**src/irq_chan_a_pkg.sv**
```systemverilog
// Constants shared by the channel A interrupt flag and enable logic
package irq_chan_a_pkg;

  // ----------------------------------------------------------------
  // Register port shape
  // ----------------------------------------------------------------
  localparam int ADDR_W = 10;
  localparam int DATA_W = 32;
  localparam int EVENT_COUNT = 22;
  localparam int RST_STAGES = 2;

  // ----------------------------------------------------------------
  // Register addresses, short and long copies of each
  // ----------------------------------------------------------------
  localparam logic [ADDR_W-1:0] EN_SHORT_ADDR = 10'h22c;
  localparam logic [ADDR_W-1:0] FLAGS_SHORT_ADDR = 10'h22d;
  localparam logic [ADDR_W-1:0] CLR_SHORT_ADDR = 10'h22e;
  localparam logic [ADDR_W-1:0] EN_LONG_ADDR = 10'h32c;
  localparam logic [ADDR_W-1:0] FLAGS_LONG_ADDR = 10'h32d;
  localparam logic [ADDR_W-1:0] CLR_LONG_ADDR = 10'h32e;

  // ----------------------------------------------------------------
  // Event bit positions in the flag and enable registers
  // ----------------------------------------------------------------
  localparam int BIT_ACT_HALF = 0;
  localparam int BIT_REACT_HALF = 1;
  localparam int BIT_APP_HALF = 2;
  localparam int BIT_ACT_OVF = 3;
  localparam int BIT_REACT_OVF = 4;
  localparam int BIT_APP_OVF = 5;
  localparam int BIT_ACT_NOLOAD = 6;
  localparam int BIT_REACT_NOLOAD = 7;
  localparam int BIT_APP_NOLOAD = 8;
  localparam int BIT_ACT_SIGN = 9;
  localparam int BIT_REACT_SIGN = 10;
  localparam int BIT_CUR_TIMEOUT = 11;
  localparam int BIT_CUR_CROSS = 12;
  localparam int BIT_OVERCURRENT = 13;
  localparam int BIT_VOLT_TIMEOUT = 14;
  localparam int BIT_VOLT_CROSS = 15;
  localparam int BIT_OVERVOLTAGE = 16;
  localparam int BIT_WAVE_SAMPLE = 17;
  localparam int BIT_CYCLE_END = 18;
  localparam int BIT_SAG = 19;
  localparam int BIT_RESET_DONE = 20;
  localparam int BIT_CHECKSUM = 21;

  // ----------------------------------------------------------------
  // Values after reset
  // ----------------------------------------------------------------
  // Enable bits that software can never turn off
  localparam logic [EVENT_COUNT-1:0] EN_FORCED = 22'h100000;
  localparam logic [EVENT_COUNT-1:0] EN_RESET = EN_FORCED;
  localparam logic [EVENT_COUNT-1:0] FLAGS_RESET = 22'h000000;

endpackage : irq_chan_a_pkg

```
**src/metering_irq_status_enable_a.sv**
```systemverilog
// Channel A and voltage interrupt flags, enables and irq output
`timescale 1ns/100ps
`default_nettype none

module metering_irq_status_enable_a (
  input wire logic core_clk,
  input wire logic arst_n,
  // Event pulses from the metering core, one cycle each
  input wire logic active_energy_half_full,
  input wire logic reactive_energy_half_full,
  input wire logic apparent_energy_half_full,
  input wire logic active_energy_overflow,
  input wire logic reactive_energy_overflow,
  input wire logic apparent_energy_overflow,
  input wire logic active_power_no_load,
  input wire logic reactive_power_no_load,
  input wire logic apparent_power_no_load,
  input wire logic active_sign_change,
  input wire logic reactive_sign_change,
  input wire logic current_crossing_timeout,
  input wire logic current_crossing_event,
  input wire logic overcurrent_event,
  input wire logic voltage_crossing_timeout,
  input wire logic voltage_crossing_event,
  input wire logic overvoltage_event,
  input wire logic new_waveform_sample,
  input wire logic line_cycle_end,
  input wire logic sag_event,
  input wire logic soft_reset_done,
  input wire logic checksum_change,
  // Register port from the serial interface logic
  input wire logic [irq_chan_a_pkg::ADDR_W-1:0] reg_addr,
  input wire logic reg_rd,
  input wire logic reg_wr,
  input wire logic [irq_chan_a_pkg::DATA_W-1:0] reg_wdata,
  output logic [irq_chan_a_pkg::DATA_W-1:0] reg_rdata,
  output logic reg_rvalid,
  output logic irq_n
);

  // ----------------------------------------------------------------
  // Reset release
  // ----------------------------------------------------------------
  logic rst_n;

  reset_release_sync #(
    .STAGES(irq_chan_a_pkg::RST_STAGES)
  ) u_rst_sync (
    .clk(core_clk),
    .arst_n(arst_n),
    .rst_n(rst_n)
  );

  // ----------------------------------------------------------------
  // Event vector
  // ----------------------------------------------------------------
  localparam int N = irq_chan_a_pkg::EVENT_COUNT;
  localparam int PAD = irq_chan_a_pkg::DATA_W - N;

  logic [N-1:0] evt;
  logic boot_q;
  logic boot_pulse;

  // One pulse in the first cycle after reset release
  always_ff @(posedge core_clk or negedge rst_n) begin
    if (!rst_n) begin
      boot_q <= 1'b0;
    end else begin
      boot_q <= 1'b1;
    end
  end

  assign boot_pulse = ~boot_q;

  // Map each core event onto its flag position
  assign evt[irq_chan_a_pkg::BIT_ACT_HALF] = active_energy_half_full;
  assign evt[irq_chan_a_pkg::BIT_REACT_HALF] =
    reactive_energy_half_full;
  assign evt[irq_chan_a_pkg::BIT_APP_HALF] =
    apparent_energy_half_full;
  assign evt[irq_chan_a_pkg::BIT_ACT_OVF] = active_energy_overflow;
  assign evt[irq_chan_a_pkg::BIT_REACT_OVF] =
    reactive_energy_overflow;
  assign evt[irq_chan_a_pkg::BIT_APP_OVF] =
    apparent_energy_overflow;
  assign evt[irq_chan_a_pkg::BIT_ACT_NOLOAD] = active_power_no_load;
  assign evt[irq_chan_a_pkg::BIT_REACT_NOLOAD] =
    reactive_power_no_load;
  assign evt[irq_chan_a_pkg::BIT_APP_NOLOAD] =
    apparent_power_no_load;
  assign evt[irq_chan_a_pkg::BIT_ACT_SIGN] = active_sign_change;
  assign evt[irq_chan_a_pkg::BIT_REACT_SIGN] = reactive_sign_change;
  assign evt[irq_chan_a_pkg::BIT_CUR_TIMEOUT] =
    current_crossing_timeout;
  assign evt[irq_chan_a_pkg::BIT_CUR_CROSS] =
    current_crossing_event;
  assign evt[irq_chan_a_pkg::BIT_OVERCURRENT] = overcurrent_event;
  assign evt[irq_chan_a_pkg::BIT_VOLT_TIMEOUT] =
    voltage_crossing_timeout;
  assign evt[irq_chan_a_pkg::BIT_VOLT_CROSS] =
    voltage_crossing_event;
  assign evt[irq_chan_a_pkg::BIT_OVERVOLTAGE] = overvoltage_event;
  assign evt[irq_chan_a_pkg::BIT_WAVE_SAMPLE] = new_waveform_sample;
  assign evt[irq_chan_a_pkg::BIT_CYCLE_END] = line_cycle_end;
  assign evt[irq_chan_a_pkg::BIT_SAG] = sag_event;
  // Hardware reset completes at release, software reset via the core
  assign evt[irq_chan_a_pkg::BIT_RESET_DONE] =
    soft_reset_done | boot_pulse;
  assign evt[irq_chan_a_pkg::BIT_CHECKSUM] = checksum_change;

  // ----------------------------------------------------------------
  // Address decode
  // ----------------------------------------------------------------
  logic hit_en;
  logic hit_plain;
  logic hit_clr;
  logic clr_read;

  // Both copies of each register decode to the same storage
  assign hit_en = (reg_addr == irq_chan_a_pkg::EN_SHORT_ADDR) ||
                  (reg_addr == irq_chan_a_pkg::EN_LONG_ADDR);
  assign hit_plain = (reg_addr == irq_chan_a_pkg::FLAGS_SHORT_ADDR) ||
                     (reg_addr == irq_chan_a_pkg::FLAGS_LONG_ADDR);
  assign hit_clr = (reg_addr == irq_chan_a_pkg::CLR_SHORT_ADDR) ||
                   (reg_addr == irq_chan_a_pkg::CLR_LONG_ADDR);
  assign clr_read = reg_rd & hit_clr;

  // ----------------------------------------------------------------
  // Enable register
  // ----------------------------------------------------------------
  logic [N-1:0] en_q;

  // Writes only land on an enable address; the reset enable is pinned
  always_ff @(posedge core_clk or negedge rst_n) begin
    if (!rst_n) begin
      en_q <= irq_chan_a_pkg::EN_RESET;
    end else if (reg_wr && hit_en) begin
      en_q <= reg_wdata[N-1:0] | irq_chan_a_pkg::EN_FORCED;
    end
  end

  // ----------------------------------------------------------------
  // Sticky flags
  // ----------------------------------------------------------------
  logic [N-1:0] flags_q;
  logic [N-1:0] flags_d;

  // Set wins over a clear-on-read in the same cycle, so no event is lost
  for (genvar i = 0; i < N; i++) begin : g_flag
    assign flags_d[i] = evt[i] | (flags_q[i] & ~clr_read);
  end

  always_ff @(posedge core_clk or negedge rst_n) begin
    if (!rst_n) begin
      flags_q <= irq_chan_a_pkg::FLAGS_RESET;
    end else begin
      flags_q <= flags_d;
    end
  end

  // ----------------------------------------------------------------
  // Read data
  // ----------------------------------------------------------------
  logic [N-1:0] rd_mux;

  // Flag reads show the value before any clear; unmapped reads give zero
  always_comb begin
    rd_mux = '0;
    if (hit_en) begin
      rd_mux = en_q;
    end else if (hit_plain || hit_clr) begin
      rd_mux = flags_q;
    end
  end

  always_ff @(posedge core_clk or negedge rst_n) begin
    if (!rst_n) begin
      reg_rdata <= '0;
      reg_rvalid <= 1'b0;
    end else begin
      reg_rvalid <= reg_rd;
      if (reg_rd) begin
        reg_rdata <= {{PAD{1'b0}}, rd_mux};
      end
    end
  end

  // ----------------------------------------------------------------
  // Interrupt output
  // ----------------------------------------------------------------
  logic [N-1:0] pending;

  // Registered so the pin never glitches; costs one cycle of latency
  assign pending = flags_q & en_q;

  always_ff @(posedge core_clk or negedge rst_n) begin
    if (!rst_n) begin
      irq_n <= 1'b1;
    end else begin
      irq_n <= ~(|pending);
    end
  end
endmodule : metering_irq_status_enable_a

`default_nettype wire

```
**src/reset_release_sync.sv**
```systemverilog
// Reset release synchroniser: async assert, clocked release
`timescale 1ns/100ps
`default_nettype none

module reset_release_sync #(
  parameter int STAGES = 2
) (
  input wire logic clk,
  input wire logic arst_n,
  output logic rst_n
);

  // ----------------------------------------------------------------
  // Shift chain
  // ----------------------------------------------------------------
  logic [STAGES-1:0] chain_q;

  // Ones shift in after release so the deassertion is clean
  always_ff @(posedge clk or negedge arst_n) begin
    if (!arst_n) begin
      chain_q <= '0;
    end else begin
      chain_q <= {chain_q[STAGES-2:0], 1'b1};
    end
  end

  assign rst_n = chain_q[STAGES-1];

endmodule : reset_release_sync

`default_nettype wire

```
**config.mk**
```make
export PLATFORM = sky130hd
export DESIGN_NAME = metering_irq_status_enable_a
export DESIGN_NICKNAME = d
export VERILOG_FILES = /design/src/irq_chan_a_pkg.sv /design/src/metering_irq_status_enable_a.sv /design/src/reset_release_sync.sv
export SDC_FILE = /design/constraint.sdc
export NUM_CORES = 1
export LEC_CHECK = 0
export BUFFER_PORTS_ARGS = -buffer_cell sky130_fd_sc_hd__buf_4
export CAP_MARGIN = 20
export CORE_AREA = 2 2 88 73
export CTS_CLUSTER_SIZE = 14
export DETAILED_ROUTE_END_ITERATION = 6
export DIE_AREA = 0 0 90 75
export PLACE_DENSITY_LB_ADDON = 0.1
export SKIP_CTS_REPAIR_TIMING = 1
export SLEW_MARGIN = 30
export SYNTH_ARGS = -nofsm -noshare
export SYNTH_HDL_FRONTEND = slang
export SYNTH_SLANG_ARGS = --single-unit
```
**constraint.sdc**
```tcl
create_clock -name core_clk -period 6.3 [get_ports core_clk]
set_input_delay 0.315 -clock core_clk [delete_from_list [all_inputs] [get_ports core_clk]]
set_output_delay 0.315 -clock core_clk [all_outputs]
set_load 0.05 [all_outputs]
```
Word-level counts from Yosys, hierarchy flattened
Cells that the tools add are included.
{ "totals": {"ff_bits": 70, "in_bits": 68, "output_inout_bits": 34, "elab_cells": 71} }
{ "op_classes": {"n_eq_ne": 6, "n_mux": 2, "bitwise": 50, "reduce_logical": 6} }
{ "ops": {"columns": ["cell", "count"], "rows": [
  ["== test 10 bit (second input constant)", 6],
  ["two-way mux 22 bit", 2],
  ["bitwise AND 1 bit", 23],
  ["OR 1 bit", 23],
  ["bitwise AND 22 bit", 1],
  ["OR reduction 22 bit", 1],
  ["logical OR 1 bit", 4],
  ["inverter 1 bit", 3],
  ["logical AND 1 bit", 1]
]} }

Depth between registers and ports, before layout
{ "depth": {"depth_word": 6, "mapped_depth": 5, "ltp_nobuf": 4} }

By module
A second synthesis with hierarchy kept.
{ "hier_totals": {"hier_cells": 206, "hier_area_um2": 2929.1} }
{ "modules_own_cells": {"columns": ["mod", "instances", "cells_each", "area_each_um2", "seq_area_each_um2"], "rows": [
  ["metering_irq_status_enable_a", 1, 203, 2875.3, 1702.9],
  ["reset_release_sync", 1, 3, 53.8, 50.0]
]} }

Least setup slack after synthesis
OpenSTA, ideal clock, no wires.
{ "synth_timing": {"path_kind": "input-to-reg", "from": "input reg_addr[5] (netlist name)", "to": "register reg_rdata[10] (netlist name)", "arrival_time_ns": 1.284, "path_slack_ns": 4.890, "stages": 5, "cell_sequence": "nor4b_4 nand3_2 and2b_2 buf_4 a221o_2"} }
{ "synth_via": {"elab_chain_len": 5, "elab_cells_between_ends": 12} }
{ "synth_lines": {"columns": ["element", "line", "source"], "rows": [
  ["start: declaration", "metering_irq_status_enable_a.sv:32", "input wire logic [irq_chan_a_pkg::ADDR_W-1:0] reg_addr,"],
  ["== test 10 bit, on equally long branches", null, null],
  ["logical OR 1 bit, on equally long branches", "metering_irq_status_enable_a.sv:122, metering_irq_status_enable_a.sv:124", null],
  ["logical OR 1 bit", "metering_irq_status_enable_a.sv:171", "end else if (hit_plain || hit_clr) begin"],
  ["two-way mux 22 bit", "metering_irq_status_enable_a.sv:171", null],
  ["two-way mux 22 bit *", "metering_irq_status_enable_a.sv:169", "if (hit_en) begin"],
  ["end signal: assignment", "metering_irq_status_enable_a.sv:183", "reg_rdata <= {{PAD{1'b0}}, rd_mux};"],
  ["end: declaration", "metering_irq_status_enable_a.sv:36", "output logic [irq_chan_a_pkg::DATA_W-1:0] reg_rdata,"]
]} }
Every way passes the cells marked *; elsewhere a longest branch is shown, timed or not.
A chain may end at the register's enable or synchronous reset.

Worst setup path in the final report
{ "layout_timing": {"from": "input reg_addr[7] (netlist name)", "to": "register en_q[2]"} }
{ "layout_via": {"elab_chain_len": 3, "elab_cells_between_ends": 4} }
{ "layout_lines": {"columns": ["element", "line", "source"], "rows": [
  ["== test 10 bit, on equally long branches", "metering_irq_status_enable_a.sv:120, metering_irq_status_enable_a.sv:121", null],
  ["logical OR 1 bit *", "metering_irq_status_enable_a.sv:120", "assign hit_en = (reg_addr == irq_chan_a_pkg::EN_SHORT_ADDR) ||"],
  ["logical AND 1 bit *", "metering_irq_status_enable_a.sv:137", "end else if (reg_wr && hit_en) begin"],
  ["end signal: assignment", "metering_irq_status_enable_a.sv:136", "en_q <= irq_chan_a_pkg::EN_RESET;"],
  ["end signal: assignment", "metering_irq_status_enable_a.sv:138", "en_q <= reg_wdata[N-1:0] | irq_chan_a_pkg::EN_FORCED;"],
  ["end: declaration", "metering_irq_status_enable_a.sv:131", "logic [N-1:0] en_q;"]
]} }
Marks and branches as above.

==> results.md <==
- Clk pwr share: 0.412
- Tmin final: 1.84 ns
- Data arrival, critical path: 2.06 ns
- Outcome: finished, final reports clean
- Net switching power: 0.200 mW
- Worst Tran Pin Value: 0.951 ns
- Worst Setup Path Type: in2reg
- Avg Cell Area, Syn: 14.3 µm²
- Area after DPL: 0.00351 mm²
- Initial Util: 0.498
- Max-cap violations: 0
- Crit-path max cell delay: 0.70 ns
- Final period util: 0.292
- Synth-to-layout area growth: 28.7%
- Initial antenna violation count: 0
- Die X: 90 µm
- Die area: 0.00675 mm²
- Pint: 0.704 mW
- Pwr Density: 242 mW/mm²
- Placer Congestion: 0.733
- Detail Route Antenna Nets: 0
- Synth warn: 0
- CP Depth: 4
- Post-synth cell types: 28
- Final worst slack: 4.46 ns
- F_max: 0.543 GHz
- Fillers: 490
- Final Hold Vio Count: 0
- Root Driver: clkbuf_8
- H-tree levels: 3
- Core area: 0.00582 mm²
- Layout net count: 354
- P_leak: 1.80 nW
- Slew margin rel.: 0.364
- Endpoints failing setup: 0
- CTS Buffer Depth: 2
- Worst reg-to-reg path cell count: 4
- TritonCTS Sinks: 70
- Hold_ws: 0.152 ns
- Setup TNS Final: 0 ns
- HP Class: in2reg
- Post-Synthesis Cell Area: 0.00290 mm²
- Flop pwr share: 0.508
- Wirelength, routed: 6220 µm
- IR drop worst, VDD: 0.174 mV
- Share of cells above drive strength 1: 0.488
- #FFs+latches synth: 70
- Comb pwr share: 0.080
- DR DRC count: 0
- Vias in the first global route: 2048
- Post-synthesis sequential area ratio: 0.605
- Switch share: 0.221
- Mapped Cells: 203
- Clock transition at path regs: 0.07 ns
- Largest net degree at the start of global routing: 69
- Antenna Cells: 0
- # IOs: 102
- Worst-Skew Late Latency: 0.33 ns
- WP buf/inv: 1
- First-pass GRT wire length: 10100 µm
- Gr ovfl total: 0
- Slew Viols, Final: 0
- Clock Skews: 0.00866 ns
- CTS tree: done
- Die Height: 75 µm
- Critical path, cell by cell: buf_4 -> nor4b_4 -> nand4_2 -> mux2_1
- Required time worst endpoint: 6.52 ns
- Final core utilization: 0.641
- RSZ-0062 raised after global routing: no
- Post-detail-place hpwl: 4210 µm
- WHS Path Cells: 2
- Pre-CTS setup slack: 4.04 ns
- PortBufs: 79
- Vias per inst: 5.35
- Crit path max fanout: 21
- GR Util All Layers: 0.194
- 1st-iter DRT viols: 123
- Worst path top cell family by delay: simple AND/OR/NAND/NOR gates
- CTS buffer count: 9
- Critical path startpoint category: input pin
- Pre-antenna DRT Iters: 5
- Fin area: 0.00373 mm²
- Drt wl/cell: 16.7 µm
- Total number of vias: 1992
- Worst path slowest cell: nand4_2
- Setup crit end kind: register
- Row cnt: 25
-- per-layer routing --
| metal | GRT usage | up-vias | wire (µm) |
|---|---|---|---|
| met5 | 0 | - | 0 |
| met3 | 0.0601 | 8 | 421 |
| met2 | 0.325 | 83 | 3050 |
| met1 | 0.251 | 1002 | 2670 |
| li1 | - | 899 | - |
| met4 | 0.0564 | 0 | 72 |
-- power groups by stage --
stage / registers, mW / logic (mW) / clock network (mW)
final: 0.459 / 0.0722 / 0.373
after global routing: 0.459 / 0.0781 / 0.399
after CTS: 0.459 / 0.0729 / 0.384
after detailed placement: 0.467 / 0.0727 / 0
after global placement: 0.467 / 0.0723 / 0
after floorplan: 0.476 / 0.0315 / 0
-- final cells by class --
class / count / area, µm² / area share
tap: 81 / 101 / 0.0272
clock inverter: 2 / 38.8 / 0.0104
clock buffer: 14 / 173 / 0.0463
timing repair buffer: 82 / 622 / 0.167
sequential: 70 / 1750 / 0.470
inverter: 1 / 3.75 / 0.00101
multi-input combinational: 122 / 1040 / 0.278
-- metrics by stage --
step                instances  power [mW]
floorplan                 213       0.507
global placement          354       0.539
detailed placement        355       0.540
CTS                       371       0.916
global route              372       0.936
finish                    372       0.904
-- flip-flops by register name (all words and copies together) (netlist names) --
name and cells:
reg_rvalid 1, u_rst_sync.chain_q 2, en_q 21, flags_q 22, boot_q 1, irq_n 1, reg_rdata 22
-- logic make-up after synthesis --
family          count (synthesis)  synth area share
buf+inv                        21            0.0505
other cells                     2           0.00259
mux                            21            0.0816
flops                          70             0.605
compound gates                 54             0.171
simple gates                   34            0.0859
xor+xnor                        1           0.00302
-- final timing paths --
| path | startpoint | end | slack [ns] |
|---|---|---|---|
| worst max register to register | en_q[3] | irq_n | 4.68 |
| worst max-delay path | reg_addr[7] | en_q[2] | 4.46 |
| worst min-delay path | active_power_no_load | flags_q[6] | 0.15 |
| min in group asynchronous | arst_n | u_rst_sync.chain_q[1] | 0.30 |
| worst min register to register | u_rst_sync.chain_q[0] | u_rst_sync.chain_q[1] | 0.36 |
| max in group asynchronous | u_rst_sync.chain_q[1] | reg_rdata[19] | 5.29 |
-- cell usage after synthesis --
| cell | instances | area (µm²) |
|---|---|---|
| nand4_1 | 2 | 12.5 |
| nand3b_1 | 1 | 7.51 |
| and4b_1 | 1 | 10.0 |
| inv_1 | 1 | 3.75 |
| nand3_2 | 1 | 10.0 |
| and2b_2 | 1 | 8.76 |
| clkbuf_1 | 4 | 15.0 |
| mux2_1 | 1 | 11.3 |
| nor2b_1 | 21 | 131 |
| a221o_2 | 20 | 225 |
| nor3_1 | 1 | 5.00 |
| dfrtp_1 | 69 | 1730 |
| nor4b_4 | 1 | 23.8 |
| conb_1 | 2 | 7.51 |
| a22o_1 | 4 | 35.0 |
| mux2_2 | 20 | 225 |
| nand4_2 | 1 | 12.5 |
| a221oi_1 | 4 | 35.0 |
| buf_6 | 2 | 22.5 |
| dfstp_2 | 1 | 26.3 |
| nand2_1 | 3 | 11.3 |
| buf_4 | 14 | 105 |
| a2111oi_0 | 1 | 8.76 |
| a221o_1 | 2 | 20.0 |
| xnor2_1 | 1 | 8.76 |
| a21o_1 | 21 | 158 |
| a22oi_1 | 2 | 15.0 |
| nor3_4 | 1 | 16.3 |
-- cells in the final DEF (no fill, tap or decap), types with 2 or more instances in the layout --
master	synthesis	routed
a22oi_1	2	2
a22o_1	4	4
clkbuf_1	4	2
mux2_2	20	20
buf_4	14	80
nand4_1	2	2
a221oi_1	4	4
nand2_1	3	3
clkbuf_8	0	12
a221o_2	20	20
conb_1	2	12
dfrtp_1	69	68
nor2b_1	21	21
a221o_1	2	2
a21o_1	21	21
Power figures use the tool's default switching activity.
